[src/tcu_pkg.sv]
// constants, types and register map for the timer compare unit
`default_nettype none

package tcu_pkg;

  // register indices on the plain register port
  localparam logic [2:0] ADDR_CONTROL = 3'h0;
  localparam logic [2:0] ADDR_VALUE_LOW = 3'h1;
  localparam logic [2:0] ADDR_VALUE_HIGH = 3'h2;
  localparam logic [2:0] ADDR_STATUS = 3'h3;
  localparam logic [2:0] ADDR_MASK = 3'h4;
  localparam logic [2:0] ADDR_TIMER_LOW = 3'h5;
  localparam logic [2:0] ADDR_TIMER_HIGH = 3'h6;

  // reset values
  localparam logic [7:0] RST_CONTROL = 8'h00;
  localparam logic [7:0] RST_VALUE = 8'h00;
  localparam logic [7:0] RST_MASK = 8'h00;
  localparam logic [7:0] RD_UNMAPPED = 8'h00;

  // field positions
  localparam int MODE_LSB = 0;
  localparam int MODE_MSB = 3;
  localparam int STAT_MATCH = 0;
  localparam int STAT_TRIGGER = 1;
  localparam int STAT_LATCH = 4;
  localparam int STAT_PENDING = 5;
  localparam int STAT_ACTIVE = 6;
  localparam int EVENT_BITS = 2;

  // compare mode field encodings
  localparam logic [3:0] MODE_OFF = 4'h0;
  localparam logic [3:0] MODE_TOGGLE = 4'h2;
  localparam logic [3:0] MODE_SET = 4'h8;
  localparam logic [3:0] MODE_CLEAR = 4'h9;
  localparam logic [3:0] MODE_SW_INT = 4'ha;
  localparam logic [3:0] MODE_SPECIAL = 4'hb;

  // pin action requested on a match
  typedef enum logic [1:0] {
    TCU_PIN_NONE = 2'b00,
    TCU_PIN_SET = 2'b01,
    TCU_PIN_CLEAR = 2'b11,
    TCU_PIN_TOGGLE = 2'b10
  } tcu_pin_act_t;

  // timer-reset arming, gray coded
  typedef enum logic [1:0] {
    TCU_TRIG_IDLE = 2'b00,
    TCU_TRIG_ARMED = 2'b01
  } tcu_trig_t;

endpackage : tcu_pkg

`default_nettype wire

[src/tcu_match.sv]
// match detection and special event trigger arming
`timescale 1ns/1ps
`default_nettype none

module tcu_match (
  input wire logic i_sys_clk,
  input wire logic i_rst_n,
  input wire logic i_active,
  input wire logic i_special,
  input wire logic i_sleep,
  input wire logic [15:0] i_value,
  input wire logic [15:0] i_count,
  input wire logic i_timer_tick,
  output logic o_match_pulse,
  output logic o_trigger,
  output logic o_timer_clear,
  output logic o_pending
);

  tcu_pkg::tcu_trig_t state;
  tcu_pkg::tcu_trig_t next_state;
  logic match_q;
  wire logic equal;
  wire logic match_now;

  // full-width equality, live every cycle; gated off in sleep
  assign equal = (i_value == i_count);
  assign match_now = i_active && !i_sleep && equal;

  // one action per match episode, not one per cycle of equality
  assign o_match_pulse = match_now && !match_q;
  // no register in this path: trigger appears in the match cycle
  assign o_trigger = o_match_pulse && i_special;
  // clear only granted on a timer edge and while match still holds
  assign o_timer_clear = (state == tcu_pkg::TCU_TRIG_ARMED) && i_timer_tick
                         && match_now;
  assign o_pending = (state == tcu_pkg::TCU_TRIG_ARMED);

  // arming state
  always_comb
  begin
    next_state = state;
    case (state)
      tcu_pkg::TCU_TRIG_IDLE:
      begin
        if (o_trigger)
          next_state = tcu_pkg::TCU_TRIG_ARMED;
      end
      tcu_pkg::TCU_TRIG_ARMED:
      begin
        // match removed by a rewrite drops the pending reset
        if (!match_now || i_timer_tick)
          next_state = tcu_pkg::TCU_TRIG_IDLE;
      end
      default: next_state = tcu_pkg::TCU_TRIG_IDLE;
    endcase
  end

  always_ff @(posedge i_sys_clk or negedge i_rst_n)
  begin
    if (!i_rst_n)
    begin
      state <= tcu_pkg::TCU_TRIG_IDLE;
      match_q <= 1'b0;
    end
    else
    begin
      state <= next_state;
      match_q <= match_now;
    end
  end

endmodule : tcu_match

`default_nettype wire

[src/tcu_irq.sv]
// sticky event status, mask and level interrupt
`timescale 1ns/1ps
`default_nettype none

module tcu_irq (
  input wire logic i_sys_clk,
  input wire logic i_rst_n,
  input wire logic [1:0] i_events,
  input wire logic i_clear_wr,
  input wire logic [1:0] i_clear_bits,
  input wire logic i_mask_wr,
  input wire logic [1:0] i_mask_bits,
  output logic [1:0] o_status,
  output logic [1:0] o_mask,
  output logic o_irq
);

  wire logic [1:0] next_status;

  // set beats write-one-to-clear in the same cycle
  assign next_status = i_events | (o_status & ~({2{i_clear_wr}} & i_clear_bits));
  assign o_irq = |(o_status & o_mask);

  always_ff @(posedge i_sys_clk or negedge i_rst_n)
  begin
    if (!i_rst_n)
    begin
      o_status <= 2'h0;
      o_mask <= 2'h0;
    end
    else
    begin
      o_status <= next_status;
      if (i_mask_wr)
        o_mask <= i_mask_bits;
    end
  end

endmodule : tcu_irq

`default_nettype wire

[src/tcu_top.sv]
// timer compare unit: registers, pin latch and timer/converter triggers
//
// The implementer's own choices: the address map and strobed register access.
`timescale 1ns/1ps
`default_nettype none

module tcu_top (
  input wire logic i_sys_clk,
  input wire logic i_rst_n,
  input wire logic [2:0] i_addr,
  input wire logic [7:0] i_wdata,
  input wire logic i_wr,
  input wire logic i_rd,
  output logic [7:0] o_rdata,
  input wire logic [15:0] i_timer_count,
  input wire logic i_timer_tick,
  input wire logic i_adc_enable,
  input wire logic i_sleep,
  output logic o_special_event,
  output logic o_timer_clear,
  output logic o_adc_start,
  output logic o_pin_out,
  output logic o_pin_oe_n,
  output logic o_irq
);

  ////////////////////////////////////////////////////////////////
  // registers and decode

  logic [7:0] compare_control;
  logic [7:0] compare_value_low;
  logic [7:0] compare_value_high;
  logic out_latch;
  logic [7:0] next_rdata;

  wire logic [3:0] compare_mode_field;
  wire logic wr_control;
  wire logic wr_low;
  wire logic wr_high;
  wire logic wr_status;
  wire logic wr_mask;
  wire logic active;
  wire logic special;
  wire logic pin_owned;
  wire logic match_pulse;
  wire logic pending;
  wire logic [1:0] status;
  wire logic [1:0] mask;
  wire logic [15:0] compare_value;
  tcu_pkg::tcu_pin_act_t pin_act;

  // mode to pin action; unknown codes do nothing
  function automatic tcu_pkg::tcu_pin_act_t mode_action(input logic [3:0] mode);
    case (mode)
      tcu_pkg::MODE_SET: mode_action = tcu_pkg::TCU_PIN_SET;
      tcu_pkg::MODE_CLEAR: mode_action = tcu_pkg::TCU_PIN_CLEAR;
      tcu_pkg::MODE_TOGGLE: mode_action = tcu_pkg::TCU_PIN_TOGGLE;
      default: mode_action = tcu_pkg::TCU_PIN_NONE;
    endcase
  endfunction : mode_action

  // is the mode one of the compare modes
  function automatic logic mode_is_compare(input logic [3:0] mode);
    mode_is_compare = (mode_action(mode) != tcu_pkg::TCU_PIN_NONE)
                      || (mode == tcu_pkg::MODE_SW_INT)
                      || (mode == tcu_pkg::MODE_SPECIAL);
  endfunction : mode_is_compare

  // address decode
  assign wr_control = i_wr && (i_addr == tcu_pkg::ADDR_CONTROL);
  assign wr_low = i_wr && (i_addr == tcu_pkg::ADDR_VALUE_LOW);
  assign wr_high = i_wr && (i_addr == tcu_pkg::ADDR_VALUE_HIGH);
  assign wr_status = i_wr && (i_addr == tcu_pkg::ADDR_STATUS);
  assign wr_mask = i_wr && (i_addr == tcu_pkg::ADDR_MASK);

  // mode derived wires
  assign compare_mode_field = compare_control[tcu_pkg::MODE_MSB:tcu_pkg::MODE_LSB];
  assign compare_value = {compare_value_high, compare_value_low};
  assign active = mode_is_compare(compare_mode_field);
  assign special = (compare_mode_field == tcu_pkg::MODE_SPECIAL);
  assign pin_act = mode_action(compare_mode_field);
  // software interrupt and trigger modes leave the pin alone
  assign pin_owned = (pin_act != tcu_pkg::TCU_PIN_NONE);

  // register storage
  always_ff @(posedge i_sys_clk or negedge i_rst_n)
  begin
    if (!i_rst_n)
    begin
      compare_control <= tcu_pkg::RST_CONTROL;
      compare_value_low <= tcu_pkg::RST_VALUE;
      compare_value_high <= tcu_pkg::RST_VALUE;
    end
    else
    begin
      if (wr_control)
        compare_control <= i_wdata;
      if (wr_low)
        compare_value_low <= i_wdata;
      if (wr_high)
        compare_value_high <= i_wdata;
    end
  end

  ////////////////////////////////////////////////////////////////
  // match engine

  tcu_match u_match (
    .i_sys_clk(i_sys_clk),
    .i_rst_n(i_rst_n),
    .i_active(active),
    .i_special(special),
    .i_sleep(i_sleep),
    .i_value(compare_value),
    .i_count(i_timer_count),
    .i_timer_tick(i_timer_tick),
    .o_match_pulse(match_pulse),
    .o_trigger(o_special_event),
    .o_timer_clear(o_timer_clear),
    .o_pending(pending)
  );

  // conversion start rides the trigger pulse; disabled converter ignores it
  assign o_adc_start = o_special_event && i_adc_enable;
  // o_timer_clear is a clear, not a rollover: overflow flag stays quiet

  ////////////////////////////////////////////////////////////////
  // compare output latch and pin

  // latch only moves on a match action or a zero control write
  always_ff @(posedge i_sys_clk or negedge i_rst_n)
  begin
    if (!i_rst_n)
      out_latch <= 1'b0;
    else if (wr_control && (i_wdata == 8'h00))
      out_latch <= 1'b0;
    else if (match_pulse)
    begin
      case (pin_act)
        tcu_pkg::TCU_PIN_SET: out_latch <= 1'b1;
        tcu_pkg::TCU_PIN_CLEAR: out_latch <= 1'b0;
        tcu_pkg::TCU_PIN_TOGGLE: out_latch <= ~out_latch;
        default: out_latch <= out_latch;
      endcase
    end
  end

  // driver enable only in pin modes; port direction bit lives outside
  assign o_pin_out = out_latch;
  assign o_pin_oe_n = !pin_owned;

  ////////////////////////////////////////////////////////////////
  // interrupt

  tcu_irq u_irq (
    .i_sys_clk(i_sys_clk),
    .i_rst_n(i_rst_n),
    .i_events({o_special_event, match_pulse}),
    .i_clear_wr(wr_status),
    .i_clear_bits(i_wdata[1:0]),
    .i_mask_wr(wr_mask),
    .i_mask_bits(i_wdata[1:0]),
    .o_status(status),
    .o_mask(mask),
    .o_irq(o_irq)
  );

  ////////////////////////////////////////////////////////////////
  // read path, data one cycle after the strobe

  always_comb
  begin
    next_rdata = tcu_pkg::RD_UNMAPPED;
    case (i_addr)
      tcu_pkg::ADDR_CONTROL: next_rdata = compare_control;
      tcu_pkg::ADDR_VALUE_LOW: next_rdata = compare_value_low;
      tcu_pkg::ADDR_VALUE_HIGH: next_rdata = compare_value_high;
      tcu_pkg::ADDR_STATUS:
      begin
        next_rdata[1:0] = status;
        next_rdata[tcu_pkg::STAT_LATCH] = out_latch;
        next_rdata[tcu_pkg::STAT_PENDING] = pending;
        next_rdata[tcu_pkg::STAT_ACTIVE] = active;
      end
      tcu_pkg::ADDR_MASK: next_rdata[1:0] = mask;
      tcu_pkg::ADDR_TIMER_LOW: next_rdata = i_timer_count[7:0];
      tcu_pkg::ADDR_TIMER_HIGH: next_rdata = i_timer_count[15:8];
      default: next_rdata = tcu_pkg::RD_UNMAPPED;
    endcase
  end

  // read data held only in the cycle after the strobe
  always_ff @(posedge i_sys_clk or negedge i_rst_n)
  begin
    if (!i_rst_n)
      o_rdata <= 8'h00;
    else if (i_rd)
      o_rdata <= next_rdata;
    else
      o_rdata <= 8'h00;
  end

endmodule : tcu_top

`default_nettype wire

[config.mk]
export PLATFORM = sky130hd
export DESIGN_NAME = tcu_top
export DESIGN_NICKNAME = d
export VERILOG_FILES = /design/src/tcu_pkg.sv /design/src/tcu_match.sv /design/src/tcu_irq.sv /design/src/tcu_top.sv
export SDC_FILE = /design/constraint.sdc
export NUM_CORES = 1
export LEC_CHECK = 0
export BUFFER_PORTS_ARGS = -buffer_cell sky130_fd_sc_hd__clkbuf_2
export CAP_MARGIN = 20
export CORE_MARGIN = 4
export CORE_UTILIZATION = 54
export CTS_CLUSTER_SIZE = 12
export DETAILED_ROUTE_END_ITERATION = 8
export PLACE_DENSITY = 0.81
export SYNTH_ARGS = -nofsm -noshare
export SYNTH_HDL_FRONTEND = slang
export SYNTH_SLANG_ARGS = --single-unit
[constraint.sdc]
create_clock -name i_sys_clk -period 1.6 [get_ports i_sys_clk]
set_clock_uncertainty 0.05 [all_clocks]
set_input_delay 0.08 -clock i_sys_clk [delete_from_list [all_inputs] [get_ports i_sys_clk]]
set_output_delay 0.08 -clock i_sys_clk [all_outputs]
set_load 0.03 [all_outputs]
-- Word-level counts from Yosys, hierarchy flattened
Cells that the tools add are included.
- bits of input ports: 34
- output and inout port bits: 14
- word-level logic and storage cells: 74
- flip-flop bits (word level): 40
- muxes and demuxes: 12
- reductions and logical operators: 29
- bitwise operators: 6
- eq/ne operators: 18
- operators by type and width (operator ; number):
    $pmux W3 S6 ; 1
    $eq A16 B16 Y1 ; 1
    $eq A4 B4 Y1 const B ; 4
    $pmux W2 S7 ; 1
    $logic_and A1 B1 Y1 ; 13
    $pmux W2 S5 ; 1
    $eq A3 B3 Y1 const B ; 3
    $logic_not A8 Y1 ; 1
    $mux W8 ; 1
    $and A2 B2 Y2 ; 3
    $eq A3 B2 Y1 const B ; 2
    $pmux W2 S3 ; 1
    $pmux W1 S5 ; 1
    $eq A2 B1 Y1 const B ; 2
    $eq A2 B2 Y1 const B ; 2
    $eq A4 B2 Y1 const B ; 1
    $logic_not A1 Y1 ; 4
    $mux W2 ; 2
    $pmux W2 S2 ; 1
    $reduce_and A2 Y1 ; 2
    $reduce_bool A2 Y1 ; 2
    $reduce_bool A4 Y1 ; 1
    $eq A3 B1 Y1 const B ; 1
    $logic_not A3 Y1 ; 1
    other kinds (10) ; 13

-- Logic depth before layout (Yosys ltp)
- depth in word-level cells: 11
- mapped depth: 7

-- Hierarchy
A second synthesis with hierarchy kept.
- cells, all modules: 193
- area total of the unflattened synthesis: 2220.9 sq um
- modules (own cells, without submodules) (module ; area an instance (sq um) ; cells each ; instances):
    tcu_top ; 1735.4 ; 143 ; 1
    tcu_match ; 324.1 ; 39 ; 1
    tcu_irq ; 161.4 ; 11 ; 1

-- Least setup slack after synthesis
Ideal clock, no wire load.
- kind: register to output
- start: register compare_control[0]
- end: output port o_adc_start
- buffers on the path: 0
- arrival time: 1.551 ns
- required time: 1.470 ns
- stages on the path, launching flop included: 6
- path slack: -0.081 ns
- cells stage by stage: dfrtp_1 and2b_1 o21ai_2 nor4_4 nand3_2 nor3_2
- cells in the longest elaborated chain, start to end: 10
- elaborated cells between the ends (all ways): 14
- classes of those cells: 5 x eq/ne; 1 x mux; 8 x reduce/logical
- RTL lines (element ; RTL line ; text):
    start: declaration ; tcu_top.sv:30 ; logic [7:0] compare_control;
    start signal: assignment ; tcu_top.sv:90 ; compare_control <= tcu_pkg::RST_CONTROL;
    start signal: assignment ; tcu_top.sv:97 ; compare_control <= i_wdata;
    $eq A4 B2 Y1 or $eq A4 B4 Y1 (tied branches) ; tcu_top.sv:54 ; case (mode)
    $pmux W2 S3 ; tcu_top.sv:54 ;
    $reduce_bool A2 Y1 ; tcu_top.sv:64 ; mode_is_compare = (mode_action(mode) != tcu_pkg::TCU_PIN_NONE)
    $logic_or A1 B1 Y1 ; tcu_top.sv:65 ; || (mode == tcu_pkg::MODE_SW_INT)
    $logic_or A1 B1 Y1 ; tcu_top.sv:66 ; || (mode == tcu_pkg::MODE_SPECIAL);
    $logic_and A1 B1 Y1 (2 in series) ; tcu_match.sv:28 ; assign match_now = i_active && !i_sleep && equal;
    $logic_and A1 B1 Y1 ; tcu_match.sv:31 ; assign o_match_pulse = match_now && !match_q;
    $logic_and A1 B1 Y1 * ; tcu_match.sv:33 ; assign o_trigger = o_match_pulse && i_special;
    $logic_and A1 B1 Y1 * ; tcu_top.sv:124 ; assign o_adc_start = o_special_event && i_adc_enable;
    end: declaration ; tcu_top.sv:21 ; output logic o_adc_start,
Every way passes the cells marked *; elsewhere a longest branch is shown, timed or not.

-- Worst setup path in the final report
- start: register compare_value_high[1]
- end: output port o_adc_start
- cells in the longest elaborated chain, start to end: 5
- RTL lines (element ; RTL line ; text):
    start: declaration ; tcu_top.sv:32 ; logic [7:0] compare_value_high;
    start signal: assignment ; tcu_top.sv:92 ; compare_value_high <= tcu_pkg::RST_VALUE;
    start signal: assignment ; tcu_top.sv:101 ; compare_value_high <= i_wdata;
    $eq A16 B16 Y1 ; tcu_match.sv:27 ; assign equal = (i_value == i_count);
    $logic_and A1 B1 Y1 ; tcu_match.sv:28 ;
    $logic_and A1 B1 Y1 ; tcu_match.sv:31 ;
    $logic_and A1 B1 Y1 ; tcu_match.sv:33 ;
    $logic_and A1 B1 Y1 ; tcu_top.sv:124 ;
No other way between the ends.

==> metrics.log <==
INFO  metric num_antenna_cells = 0
INFO  metric rows = 23
INFO  metric drt_first_iter_violations = 176
INFO  metric min_period = 1.89 ns
INFO  metric final.fill_count = 308
INFO  metric synth.yosys.warnings = 0
INFO  metric async_flop_share = 100%
INFO  metric r2r_setup_slack = -0.04 ns
INFO  metric report.final.hold_viol_count = 0
INFO  metric total_leakage_power = 1.29 nW
INFO  metric clockBufferDepth = 2
INFO  metric setup_viol = 6
INFO  metric outcome = finished with violations
INFO  metric place.gp.congestion = 0.870
INFO  metric comb_power_share = 30.2%
INFO  metric area_added_between_synthesis_and_finish = 25.7%
INFO  metric cts-buffers-inserted = 5
INFO  metric routed_wirelength = 5880 microns
INFO  metric hp-class = input pin to flip-flop
INFO  metric first_pass_iters = 4
INFO  metric drive_above_1_share = 42.8%
INFO  metric drcViolationCount = 0
INFO  metric die_width = 72.4 microns
INFO  metric first_global_vias = 1,958
INFO  metric ff_latch_area = 976 sq um
INFO  metric multiInputGateArea = 0.00120 sq mm
INFO  metric htree_levels = 2
INFO  metric grt.overflow.total = 0
INFO  metric finalMaxSlewViolations = 0
INFO  metric arrival = 1.76 ns
INFO  metric clkSinkCount = 39
INFO  metric grt_antenna_before_repair = 0
INFO  metric critPathLaunch = compare_value_high[1]
INFO  metric timing.reg2reg.worst_path_depth = 7
INFO  metric hold-path-endpoint = compare_control[2]
INFO  metric placement.setup.worst_slack = -0.00326 ns
INFO  metric maxSlewHeadroom = 67.2%
INFO  metric maxCapViolCount = 0
INFO  metric dieArea = 0.00524 sq mm
INFO  metric yosysTopAreaCellShare = 43.6%
INFO  metric worst_setup_path_end_kind = output pin
INFO  metric top_library_cells_by_usage_in_the_layout_fill_and_taps_aside = sky130_fd_sc_hd__clkbuf_2, sky130_fd_sc_hd__dfrtp_1, sky130_fd_sc_hd__mux2_2
INFO  metric layout.cells.most_common = sky130_fd_sc_hd__clkbuf_2
INFO  metric syn-mean-instance-area = 10.9 sq um
INFO  metric postLayoutSetupSlackWorst = -0.286 ns
INFO  metric timing.hold.ws = 0.0118 ns
INFO  metric sequentialPowerShare = 46.1%
INFO  metric timing.hold.worst.start = i_wdata[2]
INFO  metric grt_max_degree = 40
INFO  metric r2r_end = u_irq.o_status[1]
INFO  metric routedWlPerCell = 17.9 microns
INFO  metric postSynthNetCount = 239
INFO  metric cp.required = 1.47 ns
INFO  metric yosysSeqAreaShare = 43.6%
INFO  metric io_pins = 48
INFO  metric grt_usage = 24.6%
INFO  metric power_density = 974 mW/mm^2
INFO  metric p_int = 1.86 mW
INFO  metric cts-root-buf = sky130_fd_sc_hd__clkbuf_8
INFO  metric yosys.cell_types.count = 43
INFO  metric critical_setup_path_class = flip-flop to output pin
INFO  metric power.share.clock = 23.7%
INFO  metric route.antenna.remaining_nets = 0
INFO  metric grt_first_pass_wirelength = 9790 microns
INFO  metric rsz0062_at_grt = true
INFO  metric vias_per_cell = 5.88
INFO  metric dpl.hpwl = 4310 microns
INFO  metric critPathMaxFanout = 4
INFO  metric critical_path.startpoint_type = flip-flop
INFO  metric synthDominantAreaCellType = sky130_fd_sc_hd__dfrtp_1
INFO  metric ys_dominant_reg_cell = sky130_fd_sc_hd__dfrtp_1
INFO  metric place.port_buffers = 47
INFO  metric failing_checks = negative setup slack
INFO  metric clk_latency_worst_skew_pair = 0.30 ns
INFO  metric peak_supply_drop = 0.591 mV
INFO  metric timing.final.crit_share = 118%
INFO  metric clock.fmax = 530 MHz
INFO  metric worst_r2r_startpoint = compare_value_high[1]
INFO  metric ys_top_cells_by_area = sky130_fd_sc_hd__dfrtp_1, sky130_fd_sc_hd__mux2_2, sky130_fd_sc_hd__xnor2_1, sky130_fd_sc_hd__mux2i_1, sky130_fd_sc_hd__nand2_1
INFO  metric synthesized_netlist_cell_count = 205
INFO  metric reported_net_switching_power = 0.878 mW
INFO  metric clkSlewWorstSetupHoldPaths = 0.08 ns
INFO  metric cts_tree = built
INFO  metric initial_utilization = 56.0%
INFO  metric floorplan.die.height = 72.4 microns
INFO  metric number_of_flops_mapped_to_enable_cells_by_yosys = 0
INFO  metric final_net_count = 311
INFO  metric vias = 1,928
INFO  metric ys_seq_elements = 39
INFO  metric syn_area = 0.00224 sq mm
INFO  metric switch_share = 32.0%
INFO  metric worst-slew-pin-transition = 0.491 ns
INFO  metric hold-path-cell-count = 3
INFO  metric core_outline_area = 0.00400 sq mm
sequential cells by signal (all words and copies together), names as in the netlist:
register	count
o_rdata	8
u_irq.o_status	2
compare_value_low	8
o_pin_out	1
u_match.match_q	1
u_match.state	1
u_irq.o_mask	2
compare_control	8
compare_value_high	8
cell type report:
cell class | count | area share (%)
Inverter | 5 | 0.667
Timing Repair Buffer | 74 | 16.9
Clock inverter | 1 | 0.178
Multi-Input combinational cell | 152 | 42.6
Clock buffer | 7 | 2.71
Sequential cell | 39 | 34.7
Tap cell | 50 | 2.22
cell usage after synthesis (5+ instances only):
cell type	count
sky130_fd_sc_hd__inv_1	5
sky130_fd_sc_hd__a21oi_1	8
sky130_fd_sc_hd__dfrtp_1	39
sky130_fd_sc_hd__nor2b_1	6
sky130_fd_sc_hd__o21ai_0	5
sky130_fd_sc_hd__mux2i_1	8
sky130_fd_sc_hd__a31oi_1	6
sky130_fd_sc_hd__nor2_1	11
sky130_fd_sc_hd__xnor2_1	12
sky130_fd_sc_hd__and3_1	5
sky130_fd_sc_hd__nand4_1	5
sky130_fd_sc_hd__mux2_2	28
sky130_fd_sc_hd__nand2_1	14
worst max-delay path by stage:
stage                       end  slack [ns]  cells past startpoint
CTS                 o_adc_start       -0.28                      6
global route        o_adc_start       -0.42                      6
global placement    o_adc_start        0.04                      6
detailed placement  o_adc_start      -0.003                      6
finish              o_adc_start       -0.29                      6
floorplan           o_adc_start       -0.08                      5
metal layers:
metal | track usage (%) | share of wire, %
met1 | 31.2 | 39
met2 | 40.7 | 50
met3 | 6.23 | 8.6
met4 | 8.61 | 1.8
met5 | 0 | 0
kinds of logic after synthesis:
group / after synthesis / synth area share (%)
AOI/OAI and AO/OA: 43 / 13.2
xor gates and xnor gates: 16 / 6.26
buffers and inverters: 14 / 3.46
DFF: 39 / 43.6
muxes: 36 / 17.7
and+or+nand+nor: 57 / 15.9
critical path: stages (launching register included):
cell,delay [ns]
sky130_fd_sc_hd__dfrtp_1,0.40
sky130_fd_sc_hd__xnor2_1,0.16
sky130_fd_sc_hd__nand4_1,0.16
sky130_fd_sc_hd__nor4_4,0.20
sky130_fd_sc_hd__nand3_2,0.17
sky130_fd_sc_hd__nor3_2,0.19
sky130_fd_sc_hd__clkbuf_8,0.18
through the flow:
stage / total power, mW / instances / util [%] / area (sq um) / TNS, ns
after floorplan: 1.76 / 205 / - / 2240 / -0.282
after global placement: 2.04 / 316 / 66.6 / 2660 / 0
after detailed placement: 2.06 / 316 / 66.6 / 2660 / -0.00326
after CTS: 2.73 / 328 / 69.8 / 2790 / -0.713
after global routing: 2.89 / 328 / 70.4 / 2820 / -1.69
final: 2.74 / 328 / 70.4 / 2820 / -0.782
repair_timing:
action	4_1_cts	5_1_grt
gates resized for setup	5	8
hold buffers	1	0
pin swaps	4	3
hold endpoints to repair	39	0
endpoints found under the setup margin	3	8
buffers inserted	3	2
power groups by stage:
stage                     combinational, mW  clock [mW]  sequential, mW
after detailed placement              0.780           0            1.28
final                                 0.829       0.649            1.26
after CTS                             0.810       0.663            1.26
after global placement                0.770           0            1.27
after floorplan                       0.459           0            1.30
after global routing                  0.904       0.706            1.28
Note: power is estimated with default switching activity, not from simulation.
